$ cat src/logic/pcg_regs.vh
// Register map, field positions and reset values of the peripheral clock gating block.
// Assumes a 32-bit classic Wishbone slave with byte addresses; offsets are byte addresses.
`ifndef PCG_REGS_VH
`define PCG_REGS_VH

`define PCG_ADDR_W 12
`define PCG_OFS_GATE0 12'h100
`define PCG_OFS_RUN 12'h104
`define PCG_OFS_SLEEP 12'h114
`define PCG_OFS_DEEP 12'h124
`define PCG_OFS_CFG 12'h060
`define PCG_OFS_MODE 12'h140
`define PCG_OFS_IRQ_STAT 12'h150
`define PCG_OFS_IRQ_EN 12'h154
`define PCG_OFS_IRQ_CLR 12'h158

`define PCG_BIT_UART 0
`define PCG_BIT_SSI 4
`define PCG_BIT_QEI 8
`define PCG_BIT_TMR0 16
`define PCG_BIT_TMR1 17
`define PCG_BIT_TMR2 18
`define PCG_BIT_TMR3 19
`define PCG_BIT_WDOG 3
`define PCG_BIT_ACG 27

`define PCG_GATE1_MASK 32'h000F0111
`define PCG_GATE0_MASK 32'h00000008
`define PCG_GATE0_FIXED 32'h00000040
`define PCG_CFG_MASK 32'h08000000
`define PCG_RESET_VAL 32'h00000000

`define PCG_MODE_RUN 2'h0
`define PCG_MODE_SLEEP 2'h1
`define PCG_MODE_DEEP 2'h2

`define PCG_NPERIPH 8
`define PCG_IRQ_W 3
`define PCG_IRQ_FAULT 0
`define PCG_IRQ_MODE 1
`define PCG_IRQ_GATE 2

`endif

$ cat src/logic/pcg_sync.v
// Two-flop synchroniser for a vector of asynchronous level inputs.
// Assumes the inputs are quasi-static levels; no bus of words crosses here.
module pcg_sync #(
    parameter W = 2
) (
    input wire clk_i,
    input wire rst_i,
    input wire [W-1:0] async_i,
    output reg [W-1:0] sync_o
);
    reg [W-1:0] meta_ff;

    always @(posedge clk_i) begin
        if (rst_i) begin
            meta_ff <= {W{1'b0}};
            sync_o <= {W{1'b0}};
        end else begin
            meta_ff <= async_i;
            sync_o <= meta_ff;
        end
    end
endmodule

$ cat src/logic/pcg_top.v
// Peripheral clock gating control: run, sleep and deep-sleep gate registers, watchdog gate,
// auto-gate select, per-peripheral clock enables and a bus-fault verdict for peripheral accesses.
// Assumes one 40 MHz clock, synchronous active-high reset, classic Wishbone from software,
// and power mode request pins from outside the clock domain.
// Contract
// - Set gate bit clocks its peripheral
// - Access to gated peripheral gets bus fault
// - Watchdog enable is bit 3, resets zero
// - Watchdog gated means watchdog accesses fault
// - All gate bits reset to zero
// - Run gate register at 0x104, reset zero
// - Separate sleep and deep-sleep gate sets
// - Sleep sets apply only with auto-gate flag
// - Bit 8 gates quadrature encoder zero
// - Bit 4 gates synchronous serial zero
// - Bit 0 gates asynchronous serial zero
// - Bit 16 gates timer zero
// - Bits 17-19 gate timers one to three
// - Reserved bits read-only; software preserves them
// - Sleep at 0x114, deep sleep at 0x124
`include "pcg_regs.vh"
module pcg_top (
    input wire clk_i,
    input wire rst_i,
    input wire cyc_i,
    input wire stb_i,
    input wire we_i,
    input wire [`PCG_ADDR_W-1:0] adr_i,
    input wire [3:0] sel_i,
    input wire [31:0] dat_i,
    output reg [31:0] dat_o,
    output reg ack_o,
    input wire sleep_req_i,
    input wire deep_req_i,
    input wire periph_access_i,
    input wire [2:0] periph_sel_i,
    output reg periph_fault_o,
    output reg periph_ok_o,
    output reg [`PCG_NPERIPH-1:0] clk_en_o,
    output reg irq_o
);
    // Peripheral select codes on periph_sel_i
    localparam [2:0] P_UART = 3'h0;
    localparam [2:0] P_SSI = 3'h1;
    localparam [2:0] P_QEI = 3'h2;
    localparam [2:0] P_TMR0 = 3'h3;
    localparam [2:0] P_TMR1 = 3'h4;
    localparam [2:0] P_TMR2 = 3'h5;
    localparam [2:0] P_TMR3 = 3'h6;
    localparam [2:0] P_WDOG = 3'h7;

    reg [31:0] run_gate_reg_ff;
    reg [31:0] sleep_gate_reg_ff;
    reg [31:0] deep_sleep_gate_reg_ff;
    reg watchdog_gate_ff;
    reg auto_gate_select_ff;
    reg [1:0] mode_ff;
    reg [1:0] nxt_mode;
    reg [`PCG_IRQ_W-1:0] irq_stat_ff;
    reg [`PCG_IRQ_W-1:0] irq_en_ff;
    reg [`PCG_IRQ_W-1:0] irq_set;
    reg [`PCG_IRQ_W-1:0] irq_clr;
    reg [31:0] eff_gate;
    reg eff_wdog;
    reg [`PCG_NPERIPH-1:0] nxt_clk_en;
    reg [31:0] nxt_rdata;
    wire [31:0] wmask;
    reg req_ok;
    wire [1:0] req_sync;
    wire bus_req;
    wire bus_wr;

    pcg_sync #(
        .W(2)
    ) u_sync (
        .clk_i(clk_i),
        .rst_i(rst_i),
        .async_i({deep_req_i, sleep_req_i}),
        .sync_o(req_sync)
    );

    // Byte-lane merge of write data over a stored word, limited to writable bits
    function [31:0] lane_merge;
        input [31:0] old_v;
        input [31:0] new_v;
        input [3:0] sel;
        input [31:0] rw_mask;
        reg [31:0] bytes;
        begin
            bytes = {{8{sel[3]}}, {8{sel[2]}}, {8{sel[1]}}, {8{sel[0]}}};
            lane_merge = (old_v & ~(bytes & rw_mask)) | (new_v & bytes & rw_mask);
        end
    endfunction

    // Map the 32-bit gate word to the packed enable vector
    function [`PCG_NPERIPH-1:0] gate_vec;
        input [31:0] g;
        input wd;
        begin
            gate_vec = {wd, g[`PCG_BIT_TMR3], g[`PCG_BIT_TMR2], g[`PCG_BIT_TMR1], g[`PCG_BIT_TMR0],
                        g[`PCG_BIT_QEI], g[`PCG_BIT_SSI], g[`PCG_BIT_UART]};
        end
    endfunction

    // Only documented enable bits take writes; reserved positions keep their value
    assign wmask = `PCG_GATE1_MASK;
    assign bus_req = cyc_i & stb_i & ~ack_o;
    assign bus_wr = bus_req & we_i;

    // Deep sleep request takes priority over plain sleep
    always @* begin
        nxt_mode = `PCG_MODE_RUN;
        if (req_sync[1]) begin
            nxt_mode = `PCG_MODE_DEEP;
        end else if (req_sync[0]) begin
            nxt_mode = `PCG_MODE_SLEEP;
        end
    end

    // Sleep sets take over only with auto gating; otherwise run settings stay in force
    always @* begin
        eff_gate = run_gate_reg_ff;
        if (auto_gate_select_ff && mode_ff == `PCG_MODE_SLEEP) begin
            eff_gate = sleep_gate_reg_ff;
        end else if (auto_gate_select_ff && mode_ff == `PCG_MODE_DEEP) begin
            eff_gate = deep_sleep_gate_reg_ff;
        end
        eff_wdog = watchdog_gate_ff;
        nxt_clk_en = gate_vec(eff_gate, eff_wdog);
    end

    always @* begin
        case (periph_sel_i)
            P_UART: req_ok = clk_en_o[0];
            P_SSI: req_ok = clk_en_o[1];
            P_QEI: req_ok = clk_en_o[2];
            P_TMR0: req_ok = clk_en_o[3];
            P_TMR1: req_ok = clk_en_o[4];
            P_TMR2: req_ok = clk_en_o[5];
            P_TMR3: req_ok = clk_en_o[6];
            P_WDOG: req_ok = clk_en_o[7];
            default: req_ok = 1'b0;
        endcase
    end

    always @* begin
        nxt_rdata = 32'h00000000;
        case (adr_i)
            `PCG_OFS_GATE0: nxt_rdata = `PCG_GATE0_FIXED | ({31'h00000000, watchdog_gate_ff} << `PCG_BIT_WDOG);
            `PCG_OFS_RUN: nxt_rdata = run_gate_reg_ff;
            `PCG_OFS_SLEEP: nxt_rdata = sleep_gate_reg_ff;
            `PCG_OFS_DEEP: nxt_rdata = deep_sleep_gate_reg_ff;
            `PCG_OFS_CFG: nxt_rdata = {31'h00000000, auto_gate_select_ff} << `PCG_BIT_ACG;
            `PCG_OFS_MODE: nxt_rdata = {30'h00000000, mode_ff};
            `PCG_OFS_IRQ_STAT: nxt_rdata = {29'h00000000, irq_stat_ff};
            `PCG_OFS_IRQ_EN: nxt_rdata = {29'h00000000, irq_en_ff};
            default: nxt_rdata = 32'h00000000;
        endcase
    end

    // Events: peripheral fault, power mode change, effective gate change
    always @* begin
        irq_set = {`PCG_IRQ_W{1'b0}};
        irq_set[`PCG_IRQ_FAULT] = periph_access_i & ~req_ok;
        irq_set[`PCG_IRQ_MODE] = (nxt_mode != mode_ff);
        irq_set[`PCG_IRQ_GATE] = (nxt_clk_en != clk_en_o);
        irq_clr = {`PCG_IRQ_W{1'b0}};
        if (bus_wr && adr_i == `PCG_OFS_IRQ_CLR && sel_i[0]) begin
            irq_clr = dat_i[`PCG_IRQ_W-1:0];
        end
    end

    always @(posedge clk_i) begin
        if (rst_i) begin
            run_gate_reg_ff <= `PCG_RESET_VAL;
            sleep_gate_reg_ff <= `PCG_RESET_VAL;
            deep_sleep_gate_reg_ff <= `PCG_RESET_VAL;
            watchdog_gate_ff <= 1'b0;
            auto_gate_select_ff <= 1'b0;
        end else if (bus_wr) begin
            case (adr_i)
                `PCG_OFS_RUN: run_gate_reg_ff <= lane_merge(run_gate_reg_ff, dat_i, sel_i, wmask);
                `PCG_OFS_SLEEP: sleep_gate_reg_ff <= lane_merge(sleep_gate_reg_ff, dat_i, sel_i, wmask);
                `PCG_OFS_DEEP: deep_sleep_gate_reg_ff <= lane_merge(deep_sleep_gate_reg_ff, dat_i, sel_i, wmask);
                `PCG_OFS_GATE0: begin
                    if (sel_i[0]) begin
                        watchdog_gate_ff <= dat_i[`PCG_BIT_WDOG];
                    end
                end
                `PCG_OFS_CFG: begin
                    if (sel_i[3]) begin
                        auto_gate_select_ff <= dat_i[`PCG_BIT_ACG];
                    end
                end
                default: begin
                end
            endcase
        end
    end

    always @(posedge clk_i) begin
        if (rst_i) begin
            mode_ff <= `PCG_MODE_RUN;
            clk_en_o <= {`PCG_NPERIPH{1'b0}};
            periph_fault_o <= 1'b0;
            periph_ok_o <= 1'b0;
            irq_stat_ff <= {`PCG_IRQ_W{1'b0}};
            irq_en_ff <= {`PCG_IRQ_W{1'b0}};
            irq_o <= 1'b0;
            ack_o <= 1'b0;
            dat_o <= 32'h00000000;
        end else begin
            mode_ff <= nxt_mode;
            clk_en_o <= nxt_clk_en;
            periph_fault_o <= periph_access_i & ~req_ok;
            periph_ok_o <= periph_access_i & req_ok;
            // Set wins over a clear in the same cycle
            irq_stat_ff <= (irq_stat_ff & ~irq_clr) | irq_set;
            if (bus_wr && adr_i == `PCG_OFS_IRQ_EN && sel_i[0]) begin
                irq_en_ff <= dat_i[`PCG_IRQ_W-1:0];
            end
            irq_o <= |(((irq_stat_ff & ~irq_clr) | irq_set) & irq_en_ff);
            ack_o <= bus_req;
            dat_o <= (bus_req && !we_i) ? nxt_rdata : 32'h00000000;
        end
    end
endmodule
$ cat config.mk
export PLATFORM = sky130hd
export DESIGN_NAME = pcg_top
export DESIGN_NICKNAME = d
export VERILOG_FILES = /design/src/logic/pcg_sync.v /design/src/logic/pcg_top.v
export VERILOG_INCLUDE_DIRS = /design/src /design/src/logic
export SDC_FILE = /design/constraint.sdc
export NUM_CORES = 1
export LEC_CHECK = 0
export BUFFER_PORTS_ARGS = -buffer_cell sky130_fd_sc_hd__buf_2
export CAP_MARGIN = 10
export CORE_ASPECT_RATIO = 1.5
export CORE_MARGIN = 8
export CORE_UTILIZATION = 35
export CTS_CLUSTER_DIAMETER = 100
export DETAILED_ROUTE_END_ITERATION = 6
export GPL_TIMING_DRIVEN = 1
export PLACE_DENSITY = 0.6
export RECOVER_POWER = 50
export SYNTH_ARGS = -nofsm -noshare
export SYNTH_HDL_FRONTEND = slang
export SYNTH_SLANG_ARGS = --single-unit
$ cat constraint.sdc
create_clock -name clk_i -period 5.02 [get_ports clk_i]
set_input_delay 0 -clock clk_i [delete_from_list [all_inputs] [get_ports clk_i]]
set_output_delay 0 -clock clk_i [all_outputs]
set_load 0.005 [all_outputs]
==> out/results.ini <==
[floorplanning]
dieArea_sq_um = 11700
io_pins = 103
rows = 41
core_sq_um = 8310
start_util_pct = 35.5
die_y_microns = 128
die_w_microns = 91.0

[critical_path]
endpoint_kind = flop
crit_fanout = 11
setup.worst_path.class = flop to flop
reg2reg_slack_ns = 2.10
cp.arrival_ns = 3.13
cp-start-kind = flop
r2r_end = irq_o$_SDFF_PP0_
worstRegToRegCells = 6
cp.required_ns = 5.23
r2r_start = mode_ff[0]$_SDFF_PP0_

[cts]
root_buffer = clkbuf_16
cts_buffers = 9
cts.path.max_buffers = 2
cts_max_level = 3
cts_resized = 0
cts_tree = done
clk_pin_slew_ns = 0.05
cts_num_sinks = 59
clock_latency_ns = 0.33

[layout]
final_nets = 466
post_layout_nonfiller_instances = 519
fin_util_pct = 44.4
design_area_sq_um = 3690
regArea_sq_um = 1180
drive_above_1_share_pct = 18.2
num-fill-cells = 847
multi_input_area_sq_um = 1540
antennaDiodeCount = 0
syn2layout_area_growth_pct = 25.2

[worst_hold_path]
hold_end = auto_gate_select_ff$_SDFFE_PP0P_
hold_path_depth = 4
hold_class = primary input to flop
hold_start = sel_i[3]

[yosys]
netlist_area_sq_um = 2950
synth_cell_types = 53
synth_top_area_share_pct = 40.1
synth_area_per_cell_sq_um = 8.99
yosys.area.top_type = dfxtp_1
ys_ff_latch = 59
syn_inst = 328
synth_most_common_cell = dfxtp_1
synth_edf_count = 0
synth-async-reset-ratio_pct = 0
synth.area.top_cells = dfxtp_1 (40%), mux2i_1 (11%), nor2_1 (6.7%)
yosysWarningCount = 0
synth_common_cells = dfxtp_1 (59), nor2_1 (53), mux2i_1 (32), buf_4 (24), inv_1 (18)
ys_seq_area_share_pct = 40.1
ys.flop_type = dfxtp_1

[global_route]
use_met2_pct = 26.7
grt_use_met1_pct = 12.5
grt_pass1_vias = 2657
grt.busiest_layer = met2
antenna_found_initial = 0
grt_max_degree = 46
grt-ovfl-total = 0
globalRouteTotalUtil_pct = 14.0
groute.layer.met3.usage_pct = 4.55
grt_first_pass_wirelength_microns = 12900

[timing]
fin_skew_ns = 0.00656
period_share_pct = 58.1
fin_crit_ns = 2.92
hold_viol = 0
max_freq_ghz = 0.343
rsz0062_at_grt = false
maxSlewHeadroom_pct = 23.7
timing.setup.tns_ns = 0
setup_viol = 0
drv_slew = 0
worst_slew_pin_slew_ns = 1.13

[placed_design]
dpl.cell_count = 485
dp_hpwl_microns = 6300
numPortBuffers = 61
dpl_cell_area_sq_um = 3250
routabilityCongestion = 0.897

[drt]
wl_per_cell_microns = 15.6
drtIter0Drc = 99
drt-vias-per-instance = 5.05
routed_wl_microns = 8090
firstDrtPassIters = 4
drc = 0
vias = 2623
postRouteAntennaNets = 0

[pwr]
power_density_nw_per_um2 = 309
p_leak_nw = 1.46
ir_drop_mv = 0.195

[status]
outcome = completed

[run]
max_cap_violations = 0

==> layout make-up <==
class / instances / share of cell area [%]
Multi-Input combinational cell: 239 / 41.8
Clock buffer: 11 / 6.57
Sequential cell: 59 / 32.0
Timing Repair Buffer: 80 / 12.8
Clock inverter: 5 / 1.42
Inverter: 18 / 1.83
Tap cell: 107 / 3.62
==> logic make-up (layout without fill, tap and decap cells) <==
group	after synthesis	in the layout	synth area share, %
other	1	20	0.127
DFF	59	59	40.1
buffers and inverters	49	114	9.55
and+or+nand+nor	125	125	22.1
muxes	36	36	13.2
xor gates and xnor gates	3	3	0.891
AOI/OAI and AO/OA	55	55	14.1
==> routing by layer <==
metal | up-vias | routed length [microns]
met5 | - | 0
met4 | 0 | 298
met3 | 22 | 386
met2 | 69 | 4540
met1 | 1228 | 2860
li1 | 1304 | -
==> critical path, cell delays in order, from the launching register on <==
cell	delay [ns]
dfxtp_1	0.45
nor2b_1	0.18
o21ai_0	0.92
a22oi_1	0.26
a2111oi_1	0.44
a31oi_1	0.18
a221o_1	0.37
==> report_power, final <==
group | switching, mW | internal, mW
Clock | 0.204 | 0.394
Sequential | 0.00289 | 0.473
Combinational | 0.0366 | 0.0307
Total | 0.244 | 0.898
==> timing repair <==
item | in CTS | in global routing
buffers inserted | 0 | 0
hold buffers | 18 | 0
hold endpoints to repair | 32 | 0
==> through the flow <==
| step | worst slack (ns) | total power, mW | hold WS [ns] |
|---|---|---|---|
| after floorplan | 2.99 | 0.528 | 0.114 |
| after global placement | 2.40 | 0.542 | 0.214 |
| after detailed placement | 2.44 | 0.543 | 0.214 |
| after CTS | 2.40 | 1.16 | 0.0193 |
| after global routing | 1.85 | 1.18 | 0.0430 |
| final | 2.10 | 1.14 | 0.0247 |
==> worst max path at each step <==
stage                     startpoint               end  slack [ns]  depth (start not counted)
4_1_cts        mode_ff[0]$_SDFF_PP0_  irq_o$_SDFF_PP0_        2.40                          6
3_5_place_dp   mode_ff[0]$_SDFF_PP0_  irq_o$_SDFF_PP0_        2.44                          6
6_report       mode_ff[0]$_SDFF_PP0_  irq_o$_SDFF_PP0_        2.10                          6
5_1_grt        mode_ff[0]$_SDFF_PP0_  irq_o$_SDFF_PP0_        1.85                          6
2_1_floorplan  mode_ff[1]$_SDFF_PP0_  irq_o$_SDFF_PP0_        2.99                          7
3_3_place_gp   mode_ff[0]$_SDFF_PP0_  irq_o$_SDFF_PP0_        2.40                          6
==> cell usage in the layout, fill, tap and decap left out, types with 3 or more instances in the layout <==
master | netlist | routed
a22oi_1 | 5 | 5
nand2b_1 | 5 | 5
a221oi_1 | 6 | 6
nor2b_1 | 8 | 8
conb_1 | 1 | 20
nand2_1 | 12 | 12
a31oi_1 | 3 | 3
a211oi_1 | 4 | 4
nor2_1 | 53 | 53
nand3_1 | 7 | 7
nor3_1 | 10 | 10
xor2_1 | 3 | 3
a21oi_1 | 10 | 10
clkbuf_16 | 0 | 9
clkbuf_1 | 5 | 16
nor4_1 | 4 | 5
mux2i_1 | 32 | 32
dlygate4sd3_1 | 0 | 18
clkinv_2 | 0 | 3
and3_1 | 4 | 4
inv_1 | 18 | 18
o22ai_1 | 6 | 6
buf_2 | 0 | 45
nand4_1 | 3 | 3
nand4b_1 | 3 | 3
dfxtp_1 | 59 | 59
a22o_1 | 5 | 5
o21ai_0 | 2 | 3
Power figures use the tool's default switching activity.
